### config.mk
export PLATFORM = sky130hd
export DESIGN_NAME = rtc_flags_status_trim
export DESIGN_NICKNAME = d
export VERILOG_FILES = /design/src/rtc_trim_pkg.sv /design/src/rtc_flags_status_trim.sv
export VERILOG_INCLUDE_DIRS = /design/src
export SDC_FILE = /design/constraint.sdc
export NUM_CORES = 1
export LEC_CHECK = 0
export BUFFER_PORTS_ARGS = -buffer_cell sky130_fd_sc_hd__buf_2
export CAP_MARGIN = 20
export CORE_MARGIN = 4
export CORE_UTILIZATION = 60
export DETAILED_ROUTE_END_ITERATION = 7
export HOLD_SLACK_MARGIN = 0.08
export PLACE_DENSITY = 0.83
export SYNTH_ARGS = -nofsm -noshare
export SYNTH_HDL_FRONTEND = slang
export SYNTH_SLANG_ARGS = --single-unit
export TNS_END_PERCENT = 100
### constraint.sdc
create_clock -name mclk -period 2.9 [get_ports mclk]
set_clock_uncertainty 0.1 [all_clocks]
set_input_delay 0.58 -clock mclk [delete_from_list [all_inputs] [get_ports mclk]]
set_output_delay 0.58 -clock mclk [all_outputs]
set_load 0.05 [all_outputs]
### src/rtc_flags_status_trim_defs.svh
/*
 Register indices, bit positions, reset values and timing counts of the
 real-time counter register block. Assumes inclusion by bare name only.
*/
`ifndef RTC_FLAGS_STATUS_TRIM_DEFS_SVH
`define RTC_FLAGS_STATUS_TRIM_DEFS_SVH

// Register indices; byte address is four times the index
`define IDX_CTRL        6'h00
`define IDX_IRQ_CLR     6'h06
`define IDX_IRQ_SET     6'h07
`define IDX_FLAGS       6'h08
`define IDX_SYNC        6'h0a
`define IDX_HALT        6'h0b
`define IDX_TRIM        6'h0c
`define IDX_COUNT       6'h10
`define IDX_ALARM       6'h18

// Field positions
`define BIT_OVF         7
`define BIT_SYNC_RDY    6
`define BIT_ALARM_ZERO  0
`define BIT_BUSY        7
`define BIT_RUN_HALT    0
`define BIT_SIGN        7
`define BIT_SWRST       0
`define BIT_ENABLE      1

// Reset values
`define RST_BYTE        8'h00
`define RST_WORD        32'h0000_0000
`define FLAG_MASK       8'hc1

// Timing: counter-domain rate derived from mclk, rounded down
`define MCLK_HZ         200000000
`define COUNTER_CLK_HZ  32768
`define TRIM_WINDOW     128

`endif

### src/rtc_trim_pkg.sv
/*
 Types shared by the real-time counter register block.
 Assumes the defs header supplies all numeric constants.
*/
package rtc_trim_pkg;

	typedef enum logic [2:0] {
		SYNC_IDLE  = 3'h1,
		SYNC_WAIT  = 3'h2,
		SYNC_APPLY = 3'h4
	} sync_state_t;

	typedef enum logic [3:0] {
		CAUSE_COUNT  = 4'h1,
		CAUSE_TRIM   = 4'h2,
		CAUSE_ENABLE = 4'h4,
		CAUSE_SWRST  = 4'h8
	} sync_cause_t;

endpackage

### src/rtc_flags_status_trim.sv
/*
 Register side of a real-time counter: APB slave, write-one-to-clear flags,
 interrupt enables, sync-busy status, halt-in-debug control, prescaler trim
 and the 32-bit counter. Assumes one clock mclk, APB master on mclk, and a
 debug-halt level generated on mclk.
*/
`timescale 1ns/1ps
`include "rtc_flags_status_trim_defs.svh"

// Overview of operation
// - Overflow flag set one counter tick later
// - Writing one clears overflow flag
// - Sync-ready set when busy falls, except enable/reset
// - Writing one clears sync-ready flag
// - Alarm flag set one tick after match
// - Writing one clears alarm flag
// - Writing zero leaves any flag unchanged
// - Interrupt raised while flag and enable set
// - Busy set when cross-domain transfer starts
// - Busy cleared when transfer completes
// - Run-in-halt survives software reset
// - Halt counting in debug unless run-in-halt
// - Run-in-halt keeps counting during debug
// - Sign zero slows, sign one speeds
// - Magnitude scales prescaler correction proportionally
// - Magnitude zero means no correction
// - Writing one to enable-set sets enable
module rtc_flags_status_trim
	import rtc_trim_pkg::*;
#(
	parameter int PRESC_DIV = `MCLK_HZ / `COUNTER_CLK_HZ
) (
	input  wire  logic        mclk,
	input  wire  logic        rst_b,
	input  wire  logic        psel,
	input  wire  logic        penable,
	input  wire  logic        pwrite,
	input  wire  logic [7:0]  paddr,
	input  wire  logic [31:0] pwdata,
	output logic [31:0]       prdata,
	output logic              pready,
	output logic              pslverr,
	input  wire  logic        cpuDebugHalt,
	output logic              irq
);

	function automatic logic regHit(input logic [7:0] addr, input logic [5:0] idx);
		regHit = (addr[7:2] == idx) && (addr[1:0] == 2'h0);
	endfunction

	logic [31:0]  count;
	logic [31:0]  alarmZero;
	logic [7:0]   rateTrim;
	logic [7:0]   flags;
	logic [7:0]   irqEnable;
	logic [7:0]   flagSet;
	logic         runInHalt;
	logic         enabled;
	logic         readyReg;
	logic         wrEn;
	logic         setup;
	logic [31:0]  next_prdata;
	logic         next_pslverr;
	logic [15:0]  prescCnt;
	logic [15:0]  curPeriod;
	logic [6:0]   windowCnt;
	logic         counterTick;
	logic         counting;
	logic         ovfPend;
	logic         alarmPend;
	sync_state_t  syncState;
	sync_cause_t  syncCause;
	logic [31:0]  pendValue;
	logic         syncStart;
	logic         busy;
	logic         busyPrev;
	logic         applyNow;
	logic         swrstApply;
	logic         quietCause;

	// APB: no wait state; read data is registered from flip-flops in the setup phase
	assign setup  = psel && !penable;
	assign pready = readyReg;
	assign wrEn   = psel && penable && readyReg && pwrite;

	always_ff @(posedge mclk) begin
		if (!rst_b) begin
			readyReg <= 1'b0;
		end else begin
			readyReg <= setup;
		end
	end

	always_comb begin
		next_prdata  = `RST_WORD;
		next_pslverr = 1'b0;
		if (regHit(paddr, `IDX_CTRL)) begin
			next_prdata[`BIT_ENABLE] = enabled;
			next_prdata[`BIT_SWRST]  = busy && (syncCause == CAUSE_SWRST);
		end else if (regHit(paddr, `IDX_IRQ_CLR) || regHit(paddr, `IDX_IRQ_SET)) begin
			next_prdata[7:0] = irqEnable;
		end else if (regHit(paddr, `IDX_FLAGS)) begin
			next_prdata[7:0] = flags;
		end else if (regHit(paddr, `IDX_SYNC)) begin
			next_prdata[`BIT_BUSY] = busy;
		end else if (regHit(paddr, `IDX_HALT)) begin
			next_prdata[`BIT_RUN_HALT] = runInHalt;
		end else if (regHit(paddr, `IDX_TRIM)) begin
			next_prdata[7:0] = rateTrim;
		end else if (regHit(paddr, `IDX_COUNT)) begin
			next_prdata = count;
		end else if (regHit(paddr, `IDX_ALARM)) begin
			next_prdata = alarmZero;
		end else begin
			next_pslverr = 1'b1;
		end
	end

	always_ff @(posedge mclk) begin
		if (!rst_b) begin
			prdata  <= `RST_WORD;
			pslverr <= 1'b0;
		end else if (setup) begin
			prdata  <= pwrite ? `RST_WORD : next_prdata;
			pslverr <= next_pslverr;
		end
	end

	// Prescaler with trim: a slower rate stretches the first N ticks of each window
	always_comb begin
		curPeriod = 16'(PRESC_DIV);
		if (rateTrim[6:0] != 7'h00 && windowCnt < rateTrim[6:0]) begin
			curPeriod = rateTrim[`BIT_SIGN] ? 16'(PRESC_DIV - 1) : 16'(PRESC_DIV + 1);
		end
	end

	assign counterTick = (prescCnt == curPeriod - 16'h0001);

	always_ff @(posedge mclk) begin
		if (!rst_b) begin
			prescCnt  <= 16'h0000;
			windowCnt <= 7'h00;
		end else if (counterTick) begin
			prescCnt  <= 16'h0000;
			windowCnt <= windowCnt + 7'h01;
		end else begin
			prescCnt <= prescCnt + 16'h0001;
		end
	end

	// Counting gated by enable and debug halt
	assign counting = enabled && (!cpuDebugHalt || runInHalt);

	// Cross-domain transfer: committed on the second counter tick
	assign syncStart = wrEn && (syncState == SYNC_IDLE) && (regHit(paddr, `IDX_COUNT)
		|| regHit(paddr, `IDX_TRIM) || regHit(paddr, `IDX_CTRL));
	assign busy       = (syncState != SYNC_IDLE);
	assign applyNow   = counterTick && (syncState == SYNC_APPLY);
	assign swrstApply = applyNow && (syncCause == CAUSE_SWRST);
	assign quietCause = (syncCause == CAUSE_ENABLE) || (syncCause == CAUSE_SWRST);

	always_ff @(posedge mclk) begin
		if (!rst_b) begin
			syncState <= SYNC_IDLE;
			syncCause <= CAUSE_COUNT;
			pendValue <= `RST_WORD;
		end else begin
			case (syncState)
				SYNC_IDLE: begin
					if (syncStart) begin
						syncState <= SYNC_WAIT;
						pendValue <= pwdata;
						if (regHit(paddr, `IDX_COUNT)) begin
							syncCause <= CAUSE_COUNT;
						end else if (regHit(paddr, `IDX_TRIM)) begin
							syncCause <= CAUSE_TRIM;
						end else if (pwdata[`BIT_SWRST]) begin
							syncCause <= CAUSE_SWRST;
						end else begin
							syncCause <= CAUSE_ENABLE;
						end
					end
				end
				SYNC_WAIT: begin
					if (counterTick) begin
						syncState <= SYNC_APPLY;
					end
				end
				SYNC_APPLY: begin
					if (counterTick) begin
						syncState <= SYNC_IDLE;
					end
				end
				default: begin
					syncState <= SYNC_IDLE;
				end
			endcase
		end
	end

	always_ff @(posedge mclk) begin
		if (!rst_b) begin
			busyPrev <= 1'b0;
		end else begin
			busyPrev <= busy;
		end
	end

	// Enable bit; software reset clears it
	always_ff @(posedge mclk) begin
		if (!rst_b || swrstApply) begin
			enabled <= 1'b0;
		end else if (applyNow && syncCause == CAUSE_ENABLE) begin
			enabled <= pendValue[`BIT_ENABLE];
		end
	end

	// Of the two resets, only a hard reset clears run-in-halt
	always_ff @(posedge mclk) begin
		if (!rst_b) begin
			runInHalt <= 1'b0;
		end else if (wrEn && regHit(paddr, `IDX_HALT)) begin
			runInHalt <= pwdata[`BIT_RUN_HALT];
		end
	end

	always_ff @(posedge mclk) begin
		if (!rst_b || swrstApply) begin
			rateTrim <= `RST_BYTE;
		end else if (applyNow && syncCause == CAUSE_TRIM) begin
			rateTrim <= pendValue[7:0];
		end
	end

	always_ff @(posedge mclk) begin
		if (!rst_b || swrstApply) begin
			alarmZero <= `RST_WORD;
		end else if (wrEn && regHit(paddr, `IDX_ALARM)) begin
			alarmZero <= pwdata;
		end
	end

	// Counter; a committed write takes the tick over from counting
	always_ff @(posedge mclk) begin
		if (!rst_b || swrstApply) begin
			count <= `RST_WORD;
		end else if (applyNow && syncCause == CAUSE_COUNT) begin
			count <= pendValue;
		end else if (counterTick && counting) begin
			count <= count + 32'h0000_0001;
		end
	end

	// Events seen on one tick become flags on the next tick
	always_ff @(posedge mclk) begin
		if (!rst_b || swrstApply) begin
			ovfPend   <= 1'b0;
			alarmPend <= 1'b0;
		end else if (counterTick) begin
			ovfPend   <= counting && (count == 32'hffff_ffff);
			alarmPend <= counting && (count == alarmZero);
		end
	end

	always_comb begin
		flagSet                 = `RST_BYTE;
		flagSet[`BIT_OVF]        = counterTick && ovfPend;
		flagSet[`BIT_ALARM_ZERO] = counterTick && alarmPend;
		flagSet[`BIT_SYNC_RDY]   = busyPrev && !busy && !quietCause;
	end

	// Write one clears, zero keeps; a set in the same cycle wins
	always_ff @(posedge mclk) begin
		if (!rst_b || swrstApply) begin
			flags <= `RST_BYTE;
		end else if (wrEn && regHit(paddr, `IDX_FLAGS)) begin
			flags <= ((flags & ~pwdata[7:0]) | flagSet) & `FLAG_MASK;
		end else begin
			flags <= (flags | flagSet) & `FLAG_MASK;
		end
	end

	always_ff @(posedge mclk) begin
		if (!rst_b || swrstApply) begin
			irqEnable <= `RST_BYTE;
		end else if (wrEn && regHit(paddr, `IDX_IRQ_SET)) begin
			irqEnable <= (irqEnable | pwdata[7:0]) & `FLAG_MASK;
		end else if (wrEn && regHit(paddr, `IDX_IRQ_CLR)) begin
			irqEnable <= irqEnable & ~pwdata[7:0];
		end
	end

	assign irq = |(flags & irqEnable);
endmodule

# Yosys cells after proc, flatten, opt, wreduce, memory -nomap -nowiden
# Index checks and enable logic that the tools add are counted.
# word_totals
output_inout_bits	35
elab_cells	154
inputBits	46
regBits	189
# op_classes
order_cmp	1
n_addsub	4
bitwise_logic	8
mux	44
reduce_logical	56
n_eq_ne	22
# ops
op	count
$mux 32	11
$mux 24	4
$mux 8	6
$logic_and 1x1->1	35
$add 32x1->32 const B	1
$eq 32x32->1	1
$eq 32x32->1 const B	1
$mux 31	1
$mux 30	1
$and 8x8->8	3
$eq 6x4->1 const B	4
$or 8x8->8	3
$mux 4	5
$add 16x1->16 const B	1
$eq 16x16->1	1
$sub 16x1->16 const B	1
$eq 6x3->1 const B	2
$eq 6x5->1 const B	2
$mux 1	10
$mux 3	3
$pmux 3 s3	1
$not 8->8	1
$reduce_or 8->1	1
$add 7x1->7 const B	1
22 further kinds	35

# Longest topological paths before layout
# logic_depth
word_depth	17
depth_mapped	11
mapped_depth_nobuf	8

# Worst setup path after synthesis
# OpenSTA, ideal clock, no wires.
# synth_path
kind	input -> register
from	input paddr[7]
to	register syncCause[0]
setup_ps	133
t_required_ps	2667
cell_stages	8
arrival_time_ps	2303
path_buffers	2
setup_slack_ps	364
path_cell_list	or4b_4 nor4b_4 or3_1 nand3_1 buf_2 clkbuf_1 nand2_1 nand3_1
# synth_between
elab_chain_len	6
elab_cells_between_ends	12
classes_between	2 x eq/ne; 2 x mux; 8 x reduce/logical
# synth_lines
item	line_no	source
start, declared	rtc_flags_status_trim.sv:38	input wire logic [7:0] paddr,
$eq 6x5->1 / $eq 6x4->1 (equally long branches)	rtc_flags_status_trim.sv:48	regHit = (addr[7:2] == idx) && (addr[1:0] == 2'h0);
$logic_and 1x1->1	rtc_flags_status_trim.sv:48	
$logic_or 1x1->1 (2 in a row)	rtc_flags_status_trim.sv:155	assign syncStart = wrEn && (syncState == SYNC_IDLE) && (regHit(paddr, `IDX_COUNT)
$logic_and 1x1->1	rtc_flags_status_trim.sv:155	
$reduce_and 2->1 (no source line)	--	
end signal, assigned	rtc_flags_status_trim.sv:165	syncCause <= CAUSE_COUNT;
end signal, assigned	rtc_flags_status_trim.sv:174	syncCause <= CAUSE_COUNT;
end signal, assigned	rtc_flags_status_trim.sv:176	syncCause <= CAUSE_TRIM;
end, declared	rtc_flags_status_trim.sv:72	sync_cause_t syncCause;
# Parallel ways exist; a longest one is shown, timed or not.
# A chain may end at the register's enable or synchronous reset.

# Final worst setup path
# layout_path
from	register rateTrim[1]
to	register enabled
# layout_between
elab_chain_len	8
elab_cells_between_ends	10
classes_between	1 x add/sub; 1 x order compare; 1 x eq/ne; 1 x mux; 6 x reduce/logical
# layout_lines
item	line_no	source
start, declared	rtc_flags_status_trim.sv:53	logic [7:0] rateTrim;
start signal, assigned	rtc_flags_status_trim.sv:229	rateTrim <= `RST_BYTE;
start signal, assigned	rtc_flags_status_trim.sv:231	rateTrim <= pendValue[7:0];
$lt 7x7->1 / $reduce_bool 7->1 (equally long branches)	rtc_flags_status_trim.sv:132	if (rateTrim[6:0] != 7'h00 && windowCnt < rateTrim[6:0]) begin
$logic_and 1x1->1 (*)	rtc_flags_status_trim.sv:132	
$mux 4 (*)	rtc_flags_status_trim.sv:132	
$sub 16x1->16 (*)	rtc_flags_status_trim.sv:137	assign counterTick = (prescCnt == curPeriod - 16'h0001);
$eq 16x16->1 (*)	rtc_flags_status_trim.sv:137	
$logic_and 1x1->1 (*)	rtc_flags_status_trim.sv:158	assign applyNow = counterTick && (syncState == SYNC_APPLY);
$logic_and 1x1->1	rtc_flags_status_trim.sv:159	assign swrstApply = applyNow && (syncCause == CAUSE_SWRST);
$logic_or 1x1->1	rtc_flags_status_trim.sv:211	if (!rst_b || swrstApply) begin
end signal, assigned	rtc_flags_status_trim.sv:214	enabled <= pendValue[`BIT_ENABLE];
end, declared	rtc_flags_status_trim.sv:58	logic enabled;
# Every way passes the cells marked *; elsewhere a longest branch is shown, timed or not.

==> reports/qor.yml <==
status: "finished clean"
row_count: 44
fin_tns_setup_ns: 0
yosysUniqueCellTypes: 70
end_kind: "register"
cts-root-buf: "clkbuf_16"
antennaDiodeCount: 0
pre_cts_slack_ns: 0.1607
cts_made_buffers: 17
tightest_slew_ns: 0.7137
yosys.area.top_type: "dfxtp_1"
crit_chain: "inv_1 -> ha_1 -> a211oi_1 -> o2111ai_1 -> o2111a_2 -> buf_4 -> or3b_1 -> a21oi_1"
synth-compound-area-share_pct: 22.02
postPlaceCellArea_um2: 9774
cp_max_fo: 11
routabilityCongestion: 0.9765
yosys-top-cells-count: "nand2_1 (222), dfxtp_1 (184), a21oi_1 (143), o21ai_0 (85)"
synth_mux_area_share_pct: 0.4409
num_vias: 9007
num-fill-cells: 1156
finish.instance_area_um2: 10330
critPathArrivalTime_ns: 3.07
grt_pass1_wl_mm: 42.64
grt_max_degree: 44
drt_wl_total_mm: 26.92
syn-num-nets: 1217
grt_overflow: 0
dieArea_um2: 17170
antenna_found_initial: 0
maxSlewHeadroom_pct: 52.32
clock_path_buffers: 2
synth-simple-area-share_pct: 25.61
synthArstFlopShare_pct: 0
final_hold_viol_count: 0
rsz0062_at_grt: "yes"
synth.most_common_cell: "nand2_1"
fp.dieH_um: 131.0
synth_xor_area_share_pct: 5.015
whs_ns: 0.2929
clock-sinks: 184
hp-class: "in -> reg"
max_freq_mhz: 355.4
drive_gt1_share_pct: 13.88
nets: 1267
drt_iter0_drc: 1169
timing.final.ws_setup_ns: 0.08611
finalNonFillerCells: 1409
area_growth_pct: 13.72
yosys.area.top_type_share_pct: 40.56
numPortBuffers: 80
grt_pass1_vias: 8183
dpl.hpwl_mm: 18.41
ios: 81
die_w_um: 131.0
netlist_instances: 1162
cellLeakagePower_nw: 3.619
synth_edf_count: 0
drv_cap: 0
wl_per_cell_um: 19.10
synth_top_family_by_area: "simple AND/OR/NAND/NOR gates"
p_per_area_nw_per_um2: 476.4
final_util_pct: 70.26
clk_pin_slew_ns: 0.07
totalPowerFinal_mw: 4.920
synth_area_leaders: "dfxtp_1 (41%), nand2_1 (9.2%), a21oi_1 (7.9%)"
reg2reg_slack_ns: 0.09
yosys_most_used_dff: "dfxtp_1"
synthAdderAreaFrac_pct: 1.240
cts_tree: "done"
synth-seq-cells: 184
grtUsageTotal_pct: 31.47
drv_slew: 0
ant_nets: 0
worstSetupPathType: "reg -> reg"
cp.required_ns: 3.16
dp.cells: 1377
holdBufCountCts: 0
htree_levels: 4
clk_latency_ns: 0.43
startpoint_type: "register"
ys_seq_area_share_pct: 40.56
critPathMaxStageDelay_ns: 0.49
start_util_pct: 61.78
critPathBufInv: 2
vias_per_cell: 6.392
irDropWorstVdd_uv: 448.3
drc: 0
syn_area_per_cell_um2: 7.815
fin_crit_sh_pct: 97.03
synthesis.area_um2: 9081
cp_top_family: "compound AO/OA/AOI/OAI gates"
synth_warnings: 0
core-area_um2: 14700
setup_viol: 0
slowest_stage: "a211oi_1"
dr.pass1.iters: 7
min_period_ns: 2.814
-- flip-flops by register name (all words and copies together) (netlist names) --
| name | count |
|---|---|
| alarmPend | 1 |
| alarmZero | 32 |
| busyPrev | 1 |
| count | 32 |
| enabled | 1 |
| flags | 3 |
| irqEnable | 8 |
| ovfPend | 1 |
| pendValue | 32 |
| prdata | 32 |
| pready | 1 |
| prescCnt | 16 |
| pslverr | 1 |
| rateTrim | 8 |
| runInHalt | 1 |
| syncCause | 4 |
| syncState | 3 |
| windowCnt | 7 |
-- report_power, final --
group | total, mW | switching [mW] | leakage [nW] | internal (mW)
Sequential | 2.54 | 0.00876 | 1.48 | 2.53
Clock | 2.21 | 1.04 | 0.267 | 1.17
Combinational | 0.170 | 0.116 | 1.87 | 0.0542
Total | 4.92 | 1.17 | 3.62 | 3.75
-- path summary, 6_finish.rpt --
| check | start | cells past startpoint | to |
|---|---|---|---|
| max | rateTrim[1]$_SDFFE_PP0P_ | 8 | enabled$_SDFFE_PP0P_ |
| max reg2reg | rateTrim[1]$_SDFFE_PP0P_ | 8 | enabled$_SDFFE_PP0P_ |
| min reg2reg | irqEnable[5]$_SDFFE_PP0P_ | 2 | irqEnable[5]$_SDFFE_PP0P_ |
| min | pwdata[18] | 3 | pendValue[18]$_SDFFE_PN0P_ |
-- per-layer routing --
metal	wire length [um]	global-route usage, %	vias up	share of wire (%)
met3	2722	6.667	66	10
li1	-	-	4220	-
met5	0	0	-	0
met4	866	13.37	0	3.2
met2	12790	50.00	528	48
met1	10530	41.57	4193	39
-- logic make-up after synthesis --
group / count (synthesis)
simple gates: 471
compound gates: 335
flops: 184
buf+inv: 107
xor+xnor: 52
fa+ha+maj: 9
mux: 4
-- what timing repair did --
item	in CTS	in global routing
setup endpoints to repair	0	1
buffers inserted	0	0
resized for setup	0	0
-- cell type report --
cell class | count | area [um^2] | share of cell area, %
Timing Repair Buffer | 123 | 835.8 | 8.093
Inverter | 15 | 56.30 | 0.5452
Sequential cell | 184 | 3684 | 35.67
Multi-Input combinational cell | 871 | 4969 | 48.11
Clock inverter | 10 | 88.84 | 0.8602
Clock buffer | 22 | 464.2 | 4.495
Tap cell | 184 | 230.2 | 2.229
-- worst min-delay path: cells and delay by family --
family                 cells  cell delay [ns]
buffers and inverters      1             0.10
and+or+nand+nor            1             0.05
AOI/OAI and AO/OA          1             0.05
-- placed cells by master, fill, tap and decap left out, drive strengths merged, types with 9 or more instances in the layout --
| cell | netlist | routed |
|---|---|---|
| buf | 35 | 123 |
| and2 | 30 | 30 |
| nor3 | 18 | 18 |
| nand4 | 22 | 22 |
| inv | 15 | 19 |
| dfxtp | 184 | 184 |
| clkbuf | 57 | 22 |
| a22oi | 27 | 27 |
| or3 | 11 | 11 |
| nand2 | 222 | 222 |
| xor2 | 14 | 14 |
| nand3 | 38 | 38 |
| nor2 | 57 | 57 |
| o21ai | 86 | 86 |
| a31oi | 18 | 18 |
| a21oi | 143 | 143 |
| and4 | 11 | 11 |
| xnor2 | 38 | 38 |
| and3 | 17 | 17 |
| nor4 | 11 | 11 |
| ha | 9 | 9 |
No activity file was read; power rests on OpenSTA's default activity.
